<file path="src/shared/aur_defines.svh">
// Register offsets, field positions, reset values and bit timing of the receiver.
// Included by the receiver top module and the testbench; holds definitions only.
`ifndef AUR_DEFINES_SVH
`define AUR_DEFINES_SVH

// Byte offsets on the APB bus
`define AUR_OFF_RECEIVE_STATUS_CONTROL 8'h00
`define AUR_OFF_RXDATA 8'h04
`define AUR_OFF_TRANSMIT_STATUS_CONTROL 8'h08
`define AUR_OFF_BAUDCON 8'h0c
`define AUR_OFF_BRGL 8'h10
`define AUR_OFF_BRGH 8'h14
`define AUR_OFF_INTEN 8'h18
`define AUR_OFF_ISTAT 8'h1c
`define AUR_OFF_IMASK 8'h20

// receive_status_control fields
`define AUR_RECEIVE_STATUS_CONTROL_SERIAL_PORT_ENABLE 7
`define AUR_RECEIVE_STATUS_CONTROL_RX9 6
`define AUR_RECEIVE_STATUS_CONTROL_CONTINUOUS_RECEIVE_ENABLE 4
`define AUR_RECEIVE_STATUS_CONTROL_FRAMING_ERROR_BIT 2
`define AUR_RECEIVE_STATUS_CONTROL_OVERRUN_ERROR_BIT 1
`define AUR_RECEIVE_STATUS_CONTROL_NINTH_RECEIVED_BIT 0
// transmit_status_control: only the synchronous-mode select matters here
`define AUR_TRANSMIT_STATUS_CONTROL_SYNC 4
// baud_control: receiver idle
`define AUR_BAUD_RCIDL 6
// Interrupt enable bits
`define AUR_INTEN_RECEIVE_INTERRUPT_ENABLE 0
`define AUR_INTEN_PERIPHERAL_INTERRUPT_ENABLE 1
`define AUR_INTEN_GIE 2
// Sticky event bits
`define AUR_EVT_RX 0
`define AUR_EVT_OVR 1
`define AUR_EVT_W 2

// Reset values
`define AUR_RST_BYTE 8'h00
`define AUR_RST_BRG 16'h0000

// Oversampling: sixteen ticks per bit
`define AUR_OVS 16
`define AUR_HALF_LAST 4'h7
`define AUR_FULL_LAST 4'hf
`define AUR_VOTE_FIRST 4'hd

`endif

</file>
<file path="src/shared/aur_pkg.sv">
// Types shared by the receiver, its FIFO and the FIFO interface.
// Assumes nothing beyond a SystemVerilog compiler.
package aur_pkg;
   typedef enum logic [3:0] {
      ST_IDLE = 4'b0001,
      ST_START = 4'b0010,
      ST_DATA = 4'b0100,
      ST_STOP = 4'b1000
   } aur_state_e;

   typedef logic [8:0] aur_char_t;

   typedef struct packed {
      logic framing_error_bit;
      aur_char_t data;
   } aur_entry_s;
endpackage

</file>
<file path="src/shared/aur_fifo_if.sv">
// Link between the receiver core and its character FIFO.
// Assumes both ends run on the same clock and clock enable.
`timescale 1ns/1ns
`default_nettype none
interface aur_fifo_if;
   logic push;
   aur_pkg::aur_entry_s push_entry;
   logic full;
   logic pop;
   logic flush;
   aur_pkg::aur_entry_s top_entry;
   logic empty;

   modport producer (output push, output push_entry, output pop, output flush,
                     input full, input top_entry, input empty);
   modport store (input push, input push_entry, input pop, input flush,
                  output full, output top_entry, output empty);
endinterface
`default_nettype wire

</file>
<file path="src/hw/aur_fifo.sv">
// Character FIFO: flip-flop storage addressed by read and write index.
// Assumes push is only offered when not full and pop only when not empty.
`timescale 1ns/1ns
`default_nettype none
module aur_fifo #(
   parameter int DEPTH = 2
) (
   input wire logic clk,
   input wire logic rst,
   input wire logic ce,
   aur_fifo_if.store f
);
   localparam int PW = (DEPTH > 1) ? $clog2(DEPTH) : 1;
   localparam int CW = $clog2(DEPTH + 1);

   aur_pkg::aur_entry_s mem_q [DEPTH];
   logic [PW-1:0] wp_q;
   logic [PW-1:0] rp_q;
   logic [CW-1:0] cnt_q;
   logic do_push;
   logic do_pop;

   function automatic logic [PW-1:0] inc(input logic [PW-1:0] p);
      inc = (p == PW'(DEPTH - 1)) ? '0 : p + PW'(1);
   endfunction

   assign do_push = f.push & ~f.full;
   assign do_pop = f.pop & ~f.empty;
   assign f.full = (cnt_q == CW'(DEPTH));
   assign f.empty = (cnt_q == '0);
   assign f.top_entry = mem_q[rp_q];

   always_ff @(posedge clk) begin
      if (do_push && ce && !rst && !f.flush) begin
         mem_q[wp_q] <= f.push_entry;
      end
   end

   always_ff @(posedge clk) begin
      if (rst) begin
         wp_q <= '0;
         rp_q <= '0;
         cnt_q <= '0;
      end else if (ce) begin
         if (f.flush) begin
            wp_q <= '0;
            rp_q <= '0;
            cnt_q <= '0;
         end else begin
            if (do_push) begin
               wp_q <= inc(wp_q);
            end
            if (do_pop) begin
               rp_q <= inc(rp_q);
            end
            if (do_push && !do_pop) begin
               cnt_q <= cnt_q + CW'(1);
            end else if (do_pop && !do_push) begin
               cnt_q <= cnt_q - CW'(1);
            end
         end
      end
   end
endmodule
`default_nettype wire

</file>
<file path="src/hw/aur_baud.sv">
// Oversampling tick: one pulse every divisor+1 clocks, sixteen per bit.
// Assumes the divisor is stable while run is high.
`timescale 1ns/1ns
`default_nettype none
module aur_baud #(
   parameter int DW = 16
) (
   input wire logic clk,
   input wire logic rst,
   input wire logic ce,
   input wire logic run,
   input wire logic [DW-1:0] divisor,
   output logic tick
);
   logic [DW-1:0] cnt_q;

   always_ff @(posedge clk) begin
      if (rst) begin
         cnt_q <= '0;
         tick <= 1'b0;
      end else if (ce) begin
         if (!run) begin
            cnt_q <= '0;
            tick <= 1'b0;
         end else if (cnt_q == divisor) begin
            cnt_q <= '0;
            tick <= 1'b1;
         end else begin
            cnt_q <= cnt_q + DW'(1);
            tick <= 1'b0;
         end
      end
   end
endmodule
`default_nettype wire

</file>
<file path="src/hw/aur_rx_top.sv">
// Asynchronous serial receiver with APB register access and level interrupt.
// Assumes the receive pin is already synchronous to CLK; one clock domain.
//
// Our own choices: the register offsets and register access over APB.
`timescale 1ns/1ns
`default_nettype none
`include "aur_defines.svh"

module aur_rx_top #(
   parameter int FIFO_DEPTH = 2,
   parameter int AW = 8
) (
   input wire logic CLK,
   input wire logic RESET,
   input wire logic CE,
   input wire logic PSEL,
   input wire logic PENABLE,
   input wire logic PWRITE,
   input wire logic [AW-1:0] PADDR,
   input wire logic [31:0] PWDATA,
   output logic [31:0] PRDATA,
   output logic PREADY,
   output logic PSLVERR,
   input wire logic RECEIVE_PIN,
   output logic RECEIVE_PENDING_FLAG,
   output logic IRQ
);
   ////////////////////////////////////////////////////////////////////////////
   // Declarations
   aur_fifo_if fif ();

   logic serial_port_enable_q;
   logic nine_bit_receive_select_q;
   logic continuous_receive_enable_q;
   logic sync_q;
   logic [15:0] brg_q;
   logic receive_interrupt_enable_q;
   logic peripheral_interrupt_enable_q;
   logic global_interrupt_enable_q;
   logic [`AUR_EVT_W-1:0] sts_q;
   logic [`AUR_EVT_W-1:0] mask_q;
   logic [`AUR_EVT_W-1:0] sts_set;
   logic overrun_error_bit_q;
   logic receive_pending_flag_q;
   logic irq_q;
   logic [31:0] prdata_q;
   logic pready_q;
   logic pslverr_q;
   logic [31:0] rdata;
   logic mapped;

   aur_pkg::aur_state_e state_q;
   logic [3:0] cnt_q;
   logic [3:0] bitn_q;
   logic [8:0] receive_shift_register_q;
   logic [1:0] vote_q;
   logic pin_prev_q;

   logic rx_en;
   logic tick;
   logic access;
   logic done;
   logic wr;
   logic rd;
   logic data_bit;
   logic stop_done;
   logic ovr_evt;
   logic [3:0] last_bit;

   function automatic logic maj3(input logic a, input logic b, input logic c);
      maj3 = (a & b) | (a & c) | (b & c);
   endfunction

   function automatic logic hit(input logic [AW-1:0] a, input logic [7:0] off);
      hit = (a == AW'(off));
   endfunction

   ////////////////////////////////////////////////////////////////////////////
   // Submodules
   aur_baud #(
      .DW(16)
   ) u_baud (
      .clk(CLK),
      .rst(RESET),
      .ce(CE),
      .run(rx_en),
      .divisor(brg_q),
      .tick(tick)
   );

   aur_fifo #(
      .DEPTH(FIFO_DEPTH)
   ) u_fifo (
      .clk(CLK),
      .rst(RESET),
      .ce(CE),
      .f(fif.store)
   );

   ////////////////////////////////////////////////////////////////////////////
   // APB slave: one wait state, so every transfer answers in its second access cycle
   assign access = PSEL & PENABLE;
   assign done = access & pready_q;
   assign wr = done & PWRITE;
   assign rd = done & ~PWRITE;

   always_comb begin
      rdata = 32'h0000_0000;
      mapped = 1'b1;
      case (PADDR)
         AW'(`AUR_OFF_RECEIVE_STATUS_CONTROL): begin
            rdata[`AUR_RECEIVE_STATUS_CONTROL_SERIAL_PORT_ENABLE] = serial_port_enable_q;
            rdata[`AUR_RECEIVE_STATUS_CONTROL_RX9] = nine_bit_receive_select_q;
            rdata[`AUR_RECEIVE_STATUS_CONTROL_CONTINUOUS_RECEIVE_ENABLE] = continuous_receive_enable_q;
            rdata[`AUR_RECEIVE_STATUS_CONTROL_FRAMING_ERROR_BIT] = fif.top_entry.framing_error_bit & ~fif.empty;
            rdata[`AUR_RECEIVE_STATUS_CONTROL_OVERRUN_ERROR_BIT] = overrun_error_bit_q;
            rdata[`AUR_RECEIVE_STATUS_CONTROL_NINTH_RECEIVED_BIT] = fif.top_entry.data[8] & ~fif.empty;
         end
         AW'(`AUR_OFF_RXDATA): begin
            rdata[7:0] = fif.empty ? `AUR_RST_BYTE : fif.top_entry.data[7:0];
         end
         AW'(`AUR_OFF_TRANSMIT_STATUS_CONTROL): begin
            rdata[`AUR_TRANSMIT_STATUS_CONTROL_SYNC] = sync_q;
         end
         AW'(`AUR_OFF_BAUDCON): begin
            rdata[`AUR_BAUD_RCIDL] = (state_q == aur_pkg::ST_IDLE);
         end
         AW'(`AUR_OFF_BRGL): begin
            rdata[7:0] = brg_q[7:0];
         end
         AW'(`AUR_OFF_BRGH): begin
            rdata[7:0] = brg_q[15:8];
         end
         AW'(`AUR_OFF_INTEN): begin
            rdata[`AUR_INTEN_RECEIVE_INTERRUPT_ENABLE] = receive_interrupt_enable_q;
            rdata[`AUR_INTEN_PERIPHERAL_INTERRUPT_ENABLE] = peripheral_interrupt_enable_q;
            rdata[`AUR_INTEN_GIE] = global_interrupt_enable_q;
         end
         AW'(`AUR_OFF_ISTAT): begin
            rdata[`AUR_EVT_W-1:0] = sts_q;
         end
         AW'(`AUR_OFF_IMASK): begin
            rdata[`AUR_EVT_W-1:0] = mask_q;
         end
         default: begin
            mapped = 1'b0;
         end
      endcase
   end

   always_ff @(posedge CLK) begin
      if (RESET) begin
         pready_q <= 1'b0;
         prdata_q <= 32'h0000_0000;
         pslverr_q <= 1'b0;
      end else if (CE) begin
         pready_q <= access & ~pready_q;
         if (access && !pready_q) begin
            prdata_q <= PWRITE ? 32'h0000_0000 : rdata;
            pslverr_q <= ~mapped;
         end
      end
   end

   ////////////////////////////////////////////////////////////////////////////
   // Control registers
   always_ff @(posedge CLK) begin
      if (RESET) begin
         serial_port_enable_q <= 1'b0;
         nine_bit_receive_select_q <= 1'b0;
         continuous_receive_enable_q <= 1'b0;
         sync_q <= 1'b0;
         brg_q <= `AUR_RST_BRG;
         receive_interrupt_enable_q <= 1'b0;
         peripheral_interrupt_enable_q <= 1'b0;
         global_interrupt_enable_q <= 1'b0;
         mask_q <= '0;
      end else if (CE && wr) begin
         if (hit(PADDR, `AUR_OFF_RECEIVE_STATUS_CONTROL)) begin
            serial_port_enable_q <= PWDATA[`AUR_RECEIVE_STATUS_CONTROL_SERIAL_PORT_ENABLE];
            nine_bit_receive_select_q <= PWDATA[`AUR_RECEIVE_STATUS_CONTROL_RX9];
            continuous_receive_enable_q <= PWDATA[`AUR_RECEIVE_STATUS_CONTROL_CONTINUOUS_RECEIVE_ENABLE];
         end
         if (hit(PADDR, `AUR_OFF_TRANSMIT_STATUS_CONTROL)) begin
            sync_q <= PWDATA[`AUR_TRANSMIT_STATUS_CONTROL_SYNC];
         end
         if (hit(PADDR, `AUR_OFF_BRGL)) begin
            brg_q[7:0] <= PWDATA[7:0];
         end
         if (hit(PADDR, `AUR_OFF_BRGH)) begin
            brg_q[15:8] <= PWDATA[7:0];
         end
         if (hit(PADDR, `AUR_OFF_INTEN)) begin
            receive_interrupt_enable_q <= PWDATA[`AUR_INTEN_RECEIVE_INTERRUPT_ENABLE];
            peripheral_interrupt_enable_q <= PWDATA[`AUR_INTEN_PERIPHERAL_INTERRUPT_ENABLE];
            global_interrupt_enable_q <= PWDATA[`AUR_INTEN_GIE];
         end
         if (hit(PADDR, `AUR_OFF_IMASK)) begin
            mask_q <= PWDATA[`AUR_EVT_W-1:0];
         end
      end
   end

   assign rx_en = continuous_receive_enable_q & ~sync_q & serial_port_enable_q;

   ////////////////////////////////////////////////////////////////////////////
   // Data recovery; the pin idles high and bits arrive LSB first
   assign last_bit = nine_bit_receive_select_q ? 4'h8 : 4'h7;
   assign data_bit = maj3(vote_q[1], vote_q[0], RECEIVE_PIN);
   assign stop_done = tick & (state_q == aur_pkg::ST_STOP) & (cnt_q == `AUR_FULL_LAST);

   always_ff @(posedge CLK) begin
      if (RESET) begin
         state_q <= aur_pkg::ST_IDLE;
         cnt_q <= 4'h0;
         bitn_q <= 4'h0;
         receive_shift_register_q <= 9'h000;
         vote_q <= 2'h3;
         pin_prev_q <= 1'b1;
      end else if (CE) begin
         pin_prev_q <= RECEIVE_PIN;
         if (!rx_en) begin
            state_q <= aur_pkg::ST_IDLE;
            cnt_q <= 4'h0;
         end else begin
            if (tick && cnt_q >= `AUR_VOTE_FIRST) begin
               vote_q <= {vote_q[0], RECEIVE_PIN};
            end
            case (state_q)
               aur_pkg::ST_IDLE: begin
                  cnt_q <= 4'h0;
                  if (pin_prev_q && !RECEIVE_PIN) begin
                     state_q <= aur_pkg::ST_START;
                  end
               end
               aur_pkg::ST_START: begin
                  if (tick) begin
                     cnt_q <= cnt_q + 4'h1;
                     if (cnt_q == `AUR_HALF_LAST) begin
                        cnt_q <= 4'h0;
                        bitn_q <= 4'h0;
                        // A glitch shorter than half a bit is dropped without an error
                        state_q <= RECEIVE_PIN ? aur_pkg::ST_IDLE : aur_pkg::ST_DATA;
                     end
                  end
               end
               aur_pkg::ST_DATA: begin
                  if (tick) begin
                     cnt_q <= cnt_q + 4'h1;
                     if (cnt_q == `AUR_FULL_LAST) begin
                        receive_shift_register_q <= {data_bit, receive_shift_register_q[8:1]};
                        bitn_q <= bitn_q + 4'h1;
                        if (bitn_q == last_bit) begin
                           state_q <= aur_pkg::ST_STOP;
                        end
                     end
                  end
               end
               aur_pkg::ST_STOP: begin
                  if (tick) begin
                     cnt_q <= cnt_q + 4'h1;
                     if (cnt_q == `AUR_FULL_LAST) begin
                        state_q <= aur_pkg::ST_IDLE;
                     end
                  end
               end
               default: begin
                  state_q <= aur_pkg::ST_IDLE;
               end
            endcase
         end
      end
   end

   ////////////////////////////////////////////////////////////////////////////
   // FIFO hand-off, overrun lockout and flags
   // In eight-bit mode the shifter is one place short, so realign
   assign fif.push_entry.data = nine_bit_receive_select_q ? receive_shift_register_q
                                : {1'b0, receive_shift_register_q[8:1]};
   assign fif.push_entry.framing_error_bit = ~data_bit;
   // A framing error does not block the hand-off
   assign fif.push = CE & rx_en & stop_done & ~overrun_error_bit_q & ~fif.full;
   assign ovr_evt = CE & rx_en & stop_done & ~overrun_error_bit_q & fif.full;
   assign fif.pop = rd & hit(PADDR, `AUR_OFF_RXDATA);
   assign fif.flush = ~serial_port_enable_q;

   always_ff @(posedge CLK) begin
      if (RESET) begin
         overrun_error_bit_q <= 1'b0;
      end else if (CE) begin
         // Lockout holds until receive enable or port enable drops
         overrun_error_bit_q <= ovr_evt | (overrun_error_bit_q & continuous_receive_enable_q
                                & serial_port_enable_q);
      end
   end

   always_ff @(posedge CLK) begin
      if (RESET) begin
         receive_pending_flag_q <= 1'b0;
      end else if (CE) begin
         receive_pending_flag_q <= rx_en & ~fif.empty;
      end
   end

   ////////////////////////////////////////////////////////////////////////////
   // Interrupts: sticky events with write-one-to-clear; a new event beats the clear
   assign sts_set[`AUR_EVT_RX] = fif.push;
   assign sts_set[`AUR_EVT_OVR] = ovr_evt;

   always_ff @(posedge CLK) begin
      if (RESET) begin
         sts_q <= '0;
      end else if (CE) begin
         if (wr && hit(PADDR, `AUR_OFF_ISTAT)) begin
            sts_q <= (sts_q & ~PWDATA[`AUR_EVT_W-1:0]) | sts_set;
         end else begin
            sts_q <= sts_q | sts_set;
         end
      end
   end

   always_ff @(posedge CLK) begin
      if (RESET) begin
         irq_q <= 1'b0;
      end else if (CE) begin
         irq_q <= (receive_pending_flag_q & receive_interrupt_enable_q
                   & peripheral_interrupt_enable_q & global_interrupt_enable_q)
                  | (|(sts_q & mask_q));
      end
   end

   assign PRDATA = prdata_q;
   assign PREADY = pready_q;
   assign PSLVERR = pslverr_q;
   assign RECEIVE_PENDING_FLAG = receive_pending_flag_q;
   assign IRQ = irq_q;
endmodule
`default_nettype wire

</file>
<file path="config.mk">
export PLATFORM = sky130hd
export DESIGN_NAME = aur_rx_top
export DESIGN_NICKNAME = d
export VERILOG_FILES = /design/src/shared/aur_pkg.sv /design/src/shared/aur_fifo_if.sv /design/src/hw/aur_fifo.sv /design/src/hw/aur_baud.sv /design/src/hw/aur_rx_top.sv
export VERILOG_INCLUDE_DIRS = /design/src /design/src/shared
export SDC_FILE = /design/constraint.sdc
export NUM_CORES = 1
export LEC_CHECK = 0
export ABC_AREA = 1
export BUFFER_PORTS_ARGS = -buffer_cell sky130_fd_sc_hd__buf_2
export CORE_MARGIN = 5
export CORE_UTILIZATION = 41
export DETAILED_ROUTE_END_ITERATION = 8
export GPL_TIMING_DRIVEN = 0
export SETUP_SLACK_MARGIN = 0.3
export SLEW_MARGIN = 20
export SYNTH_ARGS = -nofsm -noshare
export SYNTH_HDL_FRONTEND = slang
export SYNTH_SLANG_ARGS = --single-unit
</file>
<file path="constraint.sdc">
create_clock -name CLK -period 3.39 [get_ports CLK]
set_clock_uncertainty 0.1 [all_clocks]
set_input_delay 0.5085 -clock CLK [delete_from_list [all_inputs] [get_ports CLK]]
set_output_delay 0.5085 -clock CLK [all_outputs]
set_load 0.005 [all_outputs]
</file>
# After elaboration in Yosys (flattened, before gate mapping)
# Memories as Yosys holds them, arrays and structs flattened. A register that Yosys moved wholly into a read port is not among the register bits.
# Cells that the tools add are included.
# op_classes
add_sub_neg,7
multipliers,0
n_div,0
order_cmp,1
n_eq_ne,34
shift,0
muxes,51
bitwise,45
n_reduce_logical,36
# op_table
operator,count
$mux W4,18
$eq A8 B5 Y1 const B,4
$mux W16,2
$and A1 B1 Y1,28
$reduce_and A2 Y1,10
$ne A3 B2 Y1 const B,6
$add A16 B1 Y16 const B,1
$eq A16 B16 Y1,1
$eq A8 B4 Y1 const B,2
$mux W8,2
$pmux W4 S4,1
$pmux W1 S5,3
$pmux W2 S7,1
$mux W1,13
$pmux W4 S3,1
$logic_and A1 B1 Y1,10
$mux W9,1
$ne A3 B3 Y1 const B,3
$reduce_and A9 Y1,1
$reduce_or A9 Y1,1
$add A4 B1 Y4 const B,2
$eq A4 B3 Y1 const B,2
$eq A4 B4 Y1 const B,2
$eq A8 B3 Y1 const B,1
other kinds (32),58
# word_totals
reg_bits,109
latchBits,0
ramBits,20
romBits,0
inputBits,47
output_inout_bits,36
word_cells,203
memories,1
# mem_list
memory,depth,word_bits,read_ports,rd_clocked_by_memory_dff,wr,line,text
u_fifo.mem_q,2,10,1,1,1,aur_fifo.sv:16,aur_pkg::aur_entry_s mem_q [DEPTH];

# Longest topological paths before layout
# Gate-level depths: netlist (run 1).
# depth
ltp_word,13
depth_mapped,13
depth_no_buf,12

# By module
# From an unflattened synthesis (run 1), not the netlist that was laid out.
# hier_totals
hier_cells,845
area_unflattened_um2,5781.8
# by_module_without_submodules
module,instances,cells_each,area_per_inst_um2,seq_area_each_um2
aur_rx_top,1,538,3520.9,1281.2
aur_baud,1,225,1227.4,340.3
aur_fifo,1,82,1033.5,700.7

# Worst setup path before layout (run 1)
# Ideal clock, no wire load.
# synth_path
path_kind,register to register
start,register cnt_q[0]
end,"memory u_fifo.mem_q[0][0] (netlist name), enable pin"
t_arrival_ps,2029
t_required_ps,2886
setup_slack_ps,858
stages_incl_launch_ff,6
n_path_buf,0
cell_sequence,dfxtp_1 > ha_1 > nand3_2 > nor2_2 > nand4_2 > nor4_1
# synth_between
elab_chain_cells,11
# synth_rtl
item,line,text
from (decl),aur_rx_top.sv:53,logic [3:0] cnt_q;
from (signal assigned),aur_rx_top.sv:238,cnt_q <= cnt_q + 4'h1;
from (signal assigned),aur_rx_top.sv:249,cnt_q <= cnt_q + 4'h1;
from (signal assigned),aur_rx_top.sv:261,cnt_q <= cnt_q + 4'h1;
$eq A4 B4 Y1 (no line),n/a,
$and A1 B1 Y1,aur_rx_top.sv:210,assign stop_done = tick & (state_q == aur_pkg::ST_STOP) & (cnt_q == `AUR_FULL_LAST);
$and A1 B1 Y1 (3 in a row),aur_rx_top.sv:282,assign fif.push = CE & rx_en & stop_done & ~overrun_error_bit_q & ~fif.full;
$and A1 B1 Y1,aur_fifo.sv:27,assign do_push = f.push & ~f.full;
$logic_and A1 B1 Y1 (3 in a row),aur_fifo.sv:34,if (do_push && ce && !rst && !f.flush) begin
$mux W1,aur_fifo.sv:34,
$mux W1 (implied by the code),aur_fifo.sv:35,mem_q[wp_q] <= f.push_entry;
to (decl),aur_fifo.sv:16,
# No other way between the ends.

# Final worst setup path (run 1)
# layout_path
start,input port RESET
end,"memory u_fifo.mem_q[1][7] (netlist name), enable pin"
# layout_between
elab_chain_cells,5
# layout_rtl
item,line,text
from (decl),aur_rx_top.sv:14,"input wire logic RESET,"
$logic_not A1 Y1,aur_fifo.sv:34,
$logic_and A1 B1 Y1 (2 in a row),aur_fifo.sv:34,
$mux W1,aur_fifo.sv:34,
$mux W1 (implied by the code),aur_fifo.sv:35,
# No other way between the ends.

==> results of run 1 <==
synthesized netlist by cell type (8+ instances only):
library cell  instances  area, um^2
inv_1                62         233
nand2_1             187         702
nand4_1              11        68.8
buf_4                25         188
nor2_1               73         274
edfxtp_1             20         601
o21ai_1              12        60.1
dfxtp_1              86        1720
nor2_2               13        81.3
o21ai_0              52         260
inv_2                19        71.3
nand2_2               8        50.1
clkbuf_1             10        37.5
a21oi_1              67         335
nand3_1              44         220
xor2_1               21         184
final timing paths:
path                                             start                      endpoint  depth (start not counted)
worst min-delay path                         PWDATA[5]         brg_q[5]$_SDFFE_PP0P_                          3
worst max-delay path                             RESET  u_fifo.mem_q[1][7]$_DFFE_PP_                          6
worst min register to register  PRDATA[4]$_SDFFE_PP0P_        PRDATA[4]$_SDFFE_PP0P_                          2
worst max register to register   cnt_q[0]$_SDFFE_PP0P_  u_fifo.mem_q[0][6]$_DFFE_PP_                          6
per-layer routing:
| metal | vias to the layer above | track usage, % | routed length [um] |
|---|---|---|---|
| met2 | 148 | 28.8 | 6630 |
| met3 | 19 | 4.21 | 976 |
| met5 | - | 0 | 0 |
| met4 | 0 | 6.18 | 340 |
| met1 | 2364 | 25.7 | 7010 |
| li1 | 2638 | - | - |
where the power goes:
group	internal, mW	switching, mW
Combinational	0.0519	0.102
Clock	0.496	0.487
Sequential	1.28	0.00549
final cells by class:
type | count | area [um^2]
clock buffer | 9 | 225
sequential | 106 | 2320
buffer | 44 | 283
timing repair buffer | 35 | 175
fill | 1433 | 7310
tap | 180 | 225
multi-input combinational | 571 | 2880
clock inverter | 6 | 42.5
inverter | 83 | 314
per-stage QoR:
step	worst slack, ns	util [%]	area [um^2]
after global placement	0.0401	44.9	6190
after global routing	0.644	46.9	6460
after detailed placement	0.408	45.0	6200
final	0.806	46.9	6460
after CTS	0.786	46.9	6460
after floorplan	0.858	-	5790
sequential cells by signal, summed over array words and instances (netlist names), 2 cells and up, named ones only:
register and cells:
brg_q 16, mask_q 2, vote_q 2, receive_shift_register_q 9, u_fifo.cnt_q 2, u_baud.cnt_q 16
PRDATA 8, sts_q 2, state_q 4, u_fifo.mem_q 20, cnt_q 4, bitn_q 4
worst max-delay path: stages:
cell	delay, ns
buf_2	0.12
inv_1	0.08
clkbuf_1	0.43
clkbuf_1	0.52
nand3_1	0.13
nor2_1	0.68
cell families (layout without fill, tap and decap cells):
family / after synthesis / in the layout / synth area share [%]
simple gates: 367 / 367 / 29.9
flops: 106 / 106 / 40.7
other cells: 1 / 24 / 0.0657
fa+ha+maj: 5 / 5 / 1.10
compound gates: 154 / 154 / 14.5
buf+inv: 127 / 177 / 10.5
xor+xnor: 21 / 21 / 3.22
==> metrics, run 1 <==
outcome=complete, no violations; vias in the first global route=4607; yosys warns=0; postcts setup bufs=0; Routed Antenna Nets=0; CTS Sinks=roughly 110; register bit total from synthesis=106; RSZ-0062 raised after global routing=false; Reg2Reg Setup Slack=a little under 0.9 ns; period utilisation layout=between 70% and 80%; pins over their slew limit=0; number of I/O pins=83; final std cells w/o fill=1034; setup violators final=0; share of cells above drive strength 1=17.4%; Skew-Pair Late Insertion Delay=0.36 ns; Die Height=128 um; count of cell types in the netlist=47; Total Routing Usage GR=18.6%; post-route DRC violation count=0; # diodes=0; Critical Path Source Type=primary input; CTS tree=yes; Worst EP required=3.28 ns; Fmax=387 MHz; final wirelength=14900 um; final RePlAce weighted congestion=a little over 0.9; clock buffer depth=2; cts repair resizes=0; CP Max Fanout=10; Starting Density=41.4%; worst min path class=in2reg; H-tree depth=3; DRT Pass-1 Iters=5; Core ar.=13800 um^2; dpl hpwl=11400 um; layout net count=about 900; syn avg cell area=7.30 um^2; placed instance count=1019; max_slew headroom=a little over two fifths; vias post-DR=between 5000 and 6000; setup TNS=0 ns; 1st-iter DRT viols=357; Post-Syn Area=5700 um^2; Static Leak=2.75 nW; CTS Hold Bufs=0; initial antenna violation count=0; Rows=between 40 and 50; Cells after Synth=781; Hold Vio Cnt, Final=0; Top FF cell, synth=dfxtp_1; Critical Path End Type=flop; Max VDD drop=around 0.29 mV; GR Overflow Total=0; Routed WL per cell=approximately 14 um; port bufs=34; hold slack final=0.303 ns; via/cell ratio=5.00; async set-reset flop share out of synthesis=0%; commonest non-fill, non-tap cell in the layout=nand2_1; area of the die=approximately 16000 um^2; Post-synth EDFFs=20; Slew @ Worst Pin=0.842 ns; first-pass GRT wire length=23900 um; DIE WIDTH=128 um; crit path kind=in2reg; Worst-path clk slew=about 0.080 ns; area grow syn2layout=13.3%; Worst Path Arrival=2.47 ns; pin count of the biggest net entering global routing=18; register area share after synthesis=40.7%; PnR Total Power=2.43 mW; leading cell types in the layout, fill and taps excluded=187 x nand2_1, 86 x dfxtp_1, 73 x nor2_1; fin crit period=2.58 ns; Root Buffer=clkbuf_16; max-cap viol count=0; power density cells=375 nW/um^2; cts bufs inserted=9
Power figures use the tool's default switching activity.
==> run 2: changes to the inputs <==
Settings changed: ABC_AREA 1 to 0.
Clock period 3.39 ns to 2.35 ns, I/O delays scaled along.
==> run 2 against run 1 <==
Effect of this change:
- design area is 3.6% higher
- register-to-register slack got worse by 0.59 ns
- wire length fell by 0.40%
- clock power up 53%
- setup slack lost 0.54 ns
- via count is 7.1% lower
- synthesized area fell by 2.7%
- sequential power rose by 43%
- critical path type unchanged
- critical endpoint is now brg_q[12]$_SDFFE_PP0P_
- largest cell class unchanged
==> metrics, run 2 <==
count of cell types in the netlist=69 (was 47); area grow syn2layout=20.7% (was 13.3%); GRT met3 Usage=3.15% (was 4.21%); DIE WIDTH=126 um (was 128 um); Starting Density=41.9% (was 41.4%); dominant cell type by area after synthesis=dfxtp_1 (unchanged); period utilisation layout=about nine tenths; port bufs=31 (was 34); clock buffer depth=2 (unchanged); Routed WL per cell=16.9 um (was 14.5 um); vias post-DR=4802 (was 5169); RSZ-0062 raised after global routing=true (was false); DRT Pass-1 Iters=5 (unchanged); # diodes=0 (unchanged); Post-Syn Area=5550 um^2 (was 5700 um^2); Critical Path Max Stage Delay=0.79 ns (was 0.68 ns); share of cells above drive strength 1=23.0% (was 17.4%); CP max stage cell=nor3_2 (was nor2_1); Post-Synth XOR/XNOR Area=3.47% (was 3.22%); H-tree depth=3 (unchanged); crit-path cells=buf_2 -> or4b_4 -> nor3_2 -> mux2i_1 -> nor2_1 (was buf_2 -> inv_1 -> clkbuf_1 -> clkbuf_1 -> nand3_1 -> nor2_1); fin worst setup slack=0.267 ns (was 0.806 ns); cts bufs inserted=9 (unchanged); initial antenna violation count=0 (unchanged); final RePlAce weighted congestion=0.877 (was 0.930); Slew @ Worst Pin=0.968 ns (was 0.842 ns); dpl hpwl=11000 um (was 11400 um); Top FF cell, synth=dfxtp_1 (unchanged); worst min path class=in2reg (unchanged); Worst-path clk slew=0.07 ns (was 0.08 ns); met2 global-route usage=30.5% (was 28.8%); 1st-iter DRT viols=369 (was 357); pin count of the biggest net entering global routing=21 (was 18); GR Overflow Total=0 (unchanged); max_slew headroom=34.9% (was 43.7%); dpl ws=-0.244 ns (was 0.408 ns); Core ar.=13200 um^2 (was 13800 um^2); Hold Vio Cnt, Final=0 (unchanged); Static Leak=2.54 nW (was 2.75 nW); fill count=1267 (was 1433); post-route DRC violation count=0 (unchanged); max reg flops=20 (unchanged); count leader, synth=dfxtp_1 (was nand2_1); Fmax=480 MHz; outcome=complete, no violations (unchanged); register area share after synthesis=41.9% (was 40.7%); Final Cell Area=6700 um^2 (was 6460 um^2); Total Routing Usage GR=18.2% (was 18.6%); Worst Path Arrival=2.20 ns (was 2.47 ns); setup violators final=0 (unchanged); Final Util=50.6% (was 46.9%); most instantiated cells after synthesis=86 x dfxtp_1, 68 x nand2_1, 58 x nor2_1 (was 187 x nand2_1, 86 x dfxtp_1, 73 x nor2_1); register bit total from synthesis=106 (unchanged); Routed Antenna Nets=0 (unchanged); CTS tree=yes (unchanged); Max VDD drop=0.435 mV (was 0.291 mV); CP Max Fanout=8 (was 10); reg2reg path depth=5 (was 6); pins over their slew limit=0 (unchanged); first-pass GRT wire length=23600 um (was 23900 um); post-synthesis mux area share=9.88% (was 0%); leading cell types in the layout, fill and taps excluded=77 x dfxtp_1, 67 x nand2_1, 57 x nor2_1 (was 187 x nand2_1, 86 x dfxtp_1, 73 x nor2_1); power density cells=527 nW/um^2 (was 375 nW/um^2); area share of and/or/nand/nor cells after synthesis=22.8% (was 29.9%); biggest regs=u_fifo.mem_q (20), brg_q (16), u_baud.cnt_q (16) (unchanged); number of I/O pins=83 (unchanged); yosys warns=0 (unchanged); hold path cells=3 (unchanged); largest family of logic cells by synthesized area=simple AND/OR/NAND/NOR gates (unchanged); Cells after Synth=612 (was 781); GR peak layer=met2 (unchanged); Yosys top cell area share=31.0% (was 30.2%); synth top area cells=dfxtp_1 31%, edfxtp_1 11%, mux2i_1 7.0%, nand2_1 4.6%, nor2_1 3.9% (was dfxtp_1 30%, nand2_1 12%, edfxtp_1 11%, a21oi_1 5.9%, nor2_1 4.8%); Post-synth EDFFs=20 (unchanged); complex-gate fraction of the synthesized area=14.0% (was 14.5%); Die Height=126 um (was 128 um); global routing met1 resource utilization=24.2% (was 25.7%); Cell Area, Placed=6050 um^2 (was 6200 um^2); Synth Area in Adders=1.13% (was 1.10%); Critical Path End Type=flop (unchanged); Critical Path Source Type=primary input (unchanged); Worst EP required=2.47 ns (was 3.28 ns); Root Buffer=clkbuf_16 (unchanged); CTS Sinks=106 (unchanged); Skew-Pair Late Insertion Delay=0.35 ns (was 0.36 ns); largest reg by FF count=u_fifo.mem_q (unchanged); Rows=42 (was 43); max-cap viol count=0 (unchanged); fin crit period=2.08 ns; syn avg cell area=9.07 um^2 (was 7.30 um^2); final wirelength=14900 um (about the same); crit path kind=in2reg (unchanged); async set-reset flop share out of synthesis=0% (unchanged); area of the die=16000 um^2 (was 16400 um^2); vias in the first global route=4548 (was 4607); layout net count=752 (was 902); commonest non-fill, non-tap cell in the layout=dfxtp_1 (was nand2_1); via/cell ratio=5.45 (was 5.00)
## run 2: path summary, 6_finish.rpt
kind | startpoint | endpoint | slack (ns)
worst max-delay path | PADDR[1] | brg_q[12]$_SDFFE_PP0P_ | 0.27
worst min-delay path | PWDATA[3] | brg_q[11]$_SDFFE_PP0P_ | 0.17
worst max register to register | state_q[3]$_SDFFE_PP0P_ | state_q[0]$_SDFFE_PP1P_ | 0.28
worst min register to register | receive_shift_register_q[0]$_SDFFE_PP0P_ | receive_shift_register_q[0]$_SDFFE_PP0P_ | 0.35
## run 2: repair_timing
action,4_1_cts,5_1_grt
endpoints found under the setup margin,74,70
pin swaps,12,18
resized for setup,23,33
hold buffers,0,0
setup buffers,12,11
## run 2: kinds of logic after synthesis
logic type	count (synthesis)
flops	106
fa+ha+maj	5
simple gates	235
buf+inv	72
xor+xnor	22
other cells	1
mux	53
compound gates	118
## run 2: area by class of cell
cell class	instances	area (um^2)	share of cell area (%)
timing repair buffer	54	353	5.27
sequential	106	2340	35.0
clock buffer	9	225	3.36
inverter	19	71.3	1.07
tap	176	220	3.29
buffer	53	345	5.16
multi-input combinational	457	3070	45.8
clock inverter	7	71.3	1.07
## run 2: stage by stage
stage	power [mW]	hold WS [ns]	setup TNS [ns]	std cells
4_1_cts	3.56	0.154	0	870
5_1_grt	3.65	0.197	0	881
3_3_place_gp	2.06	0.339	-6.86	842
3_5_place_dp	2.06	0.351	-7.75	842
6_report	3.53	0.166	0	881
2_1_floorplan	2.00	0.328	0	635
## run 2: worst max-delay path, delay by kind of cell
kind          cells  cell delay (ns)
simple gates      3             1.43
mux               1             0.27
buf+inv           1             0.15
## run 2: where the power goes
part           internal, mW  switching (mW)
Sequential             1.84         0.00249
Clock                 0.752           0.752
Combinational        0.0675           0.113
Total                  2.66           0.867
## run 2: metal layers
layer	vias to the layer above	share of wire, %
li1	2350	-
met1	2267	44
met2	155	49
met3	30	5.0
met4	0	1.9
met5	-	0
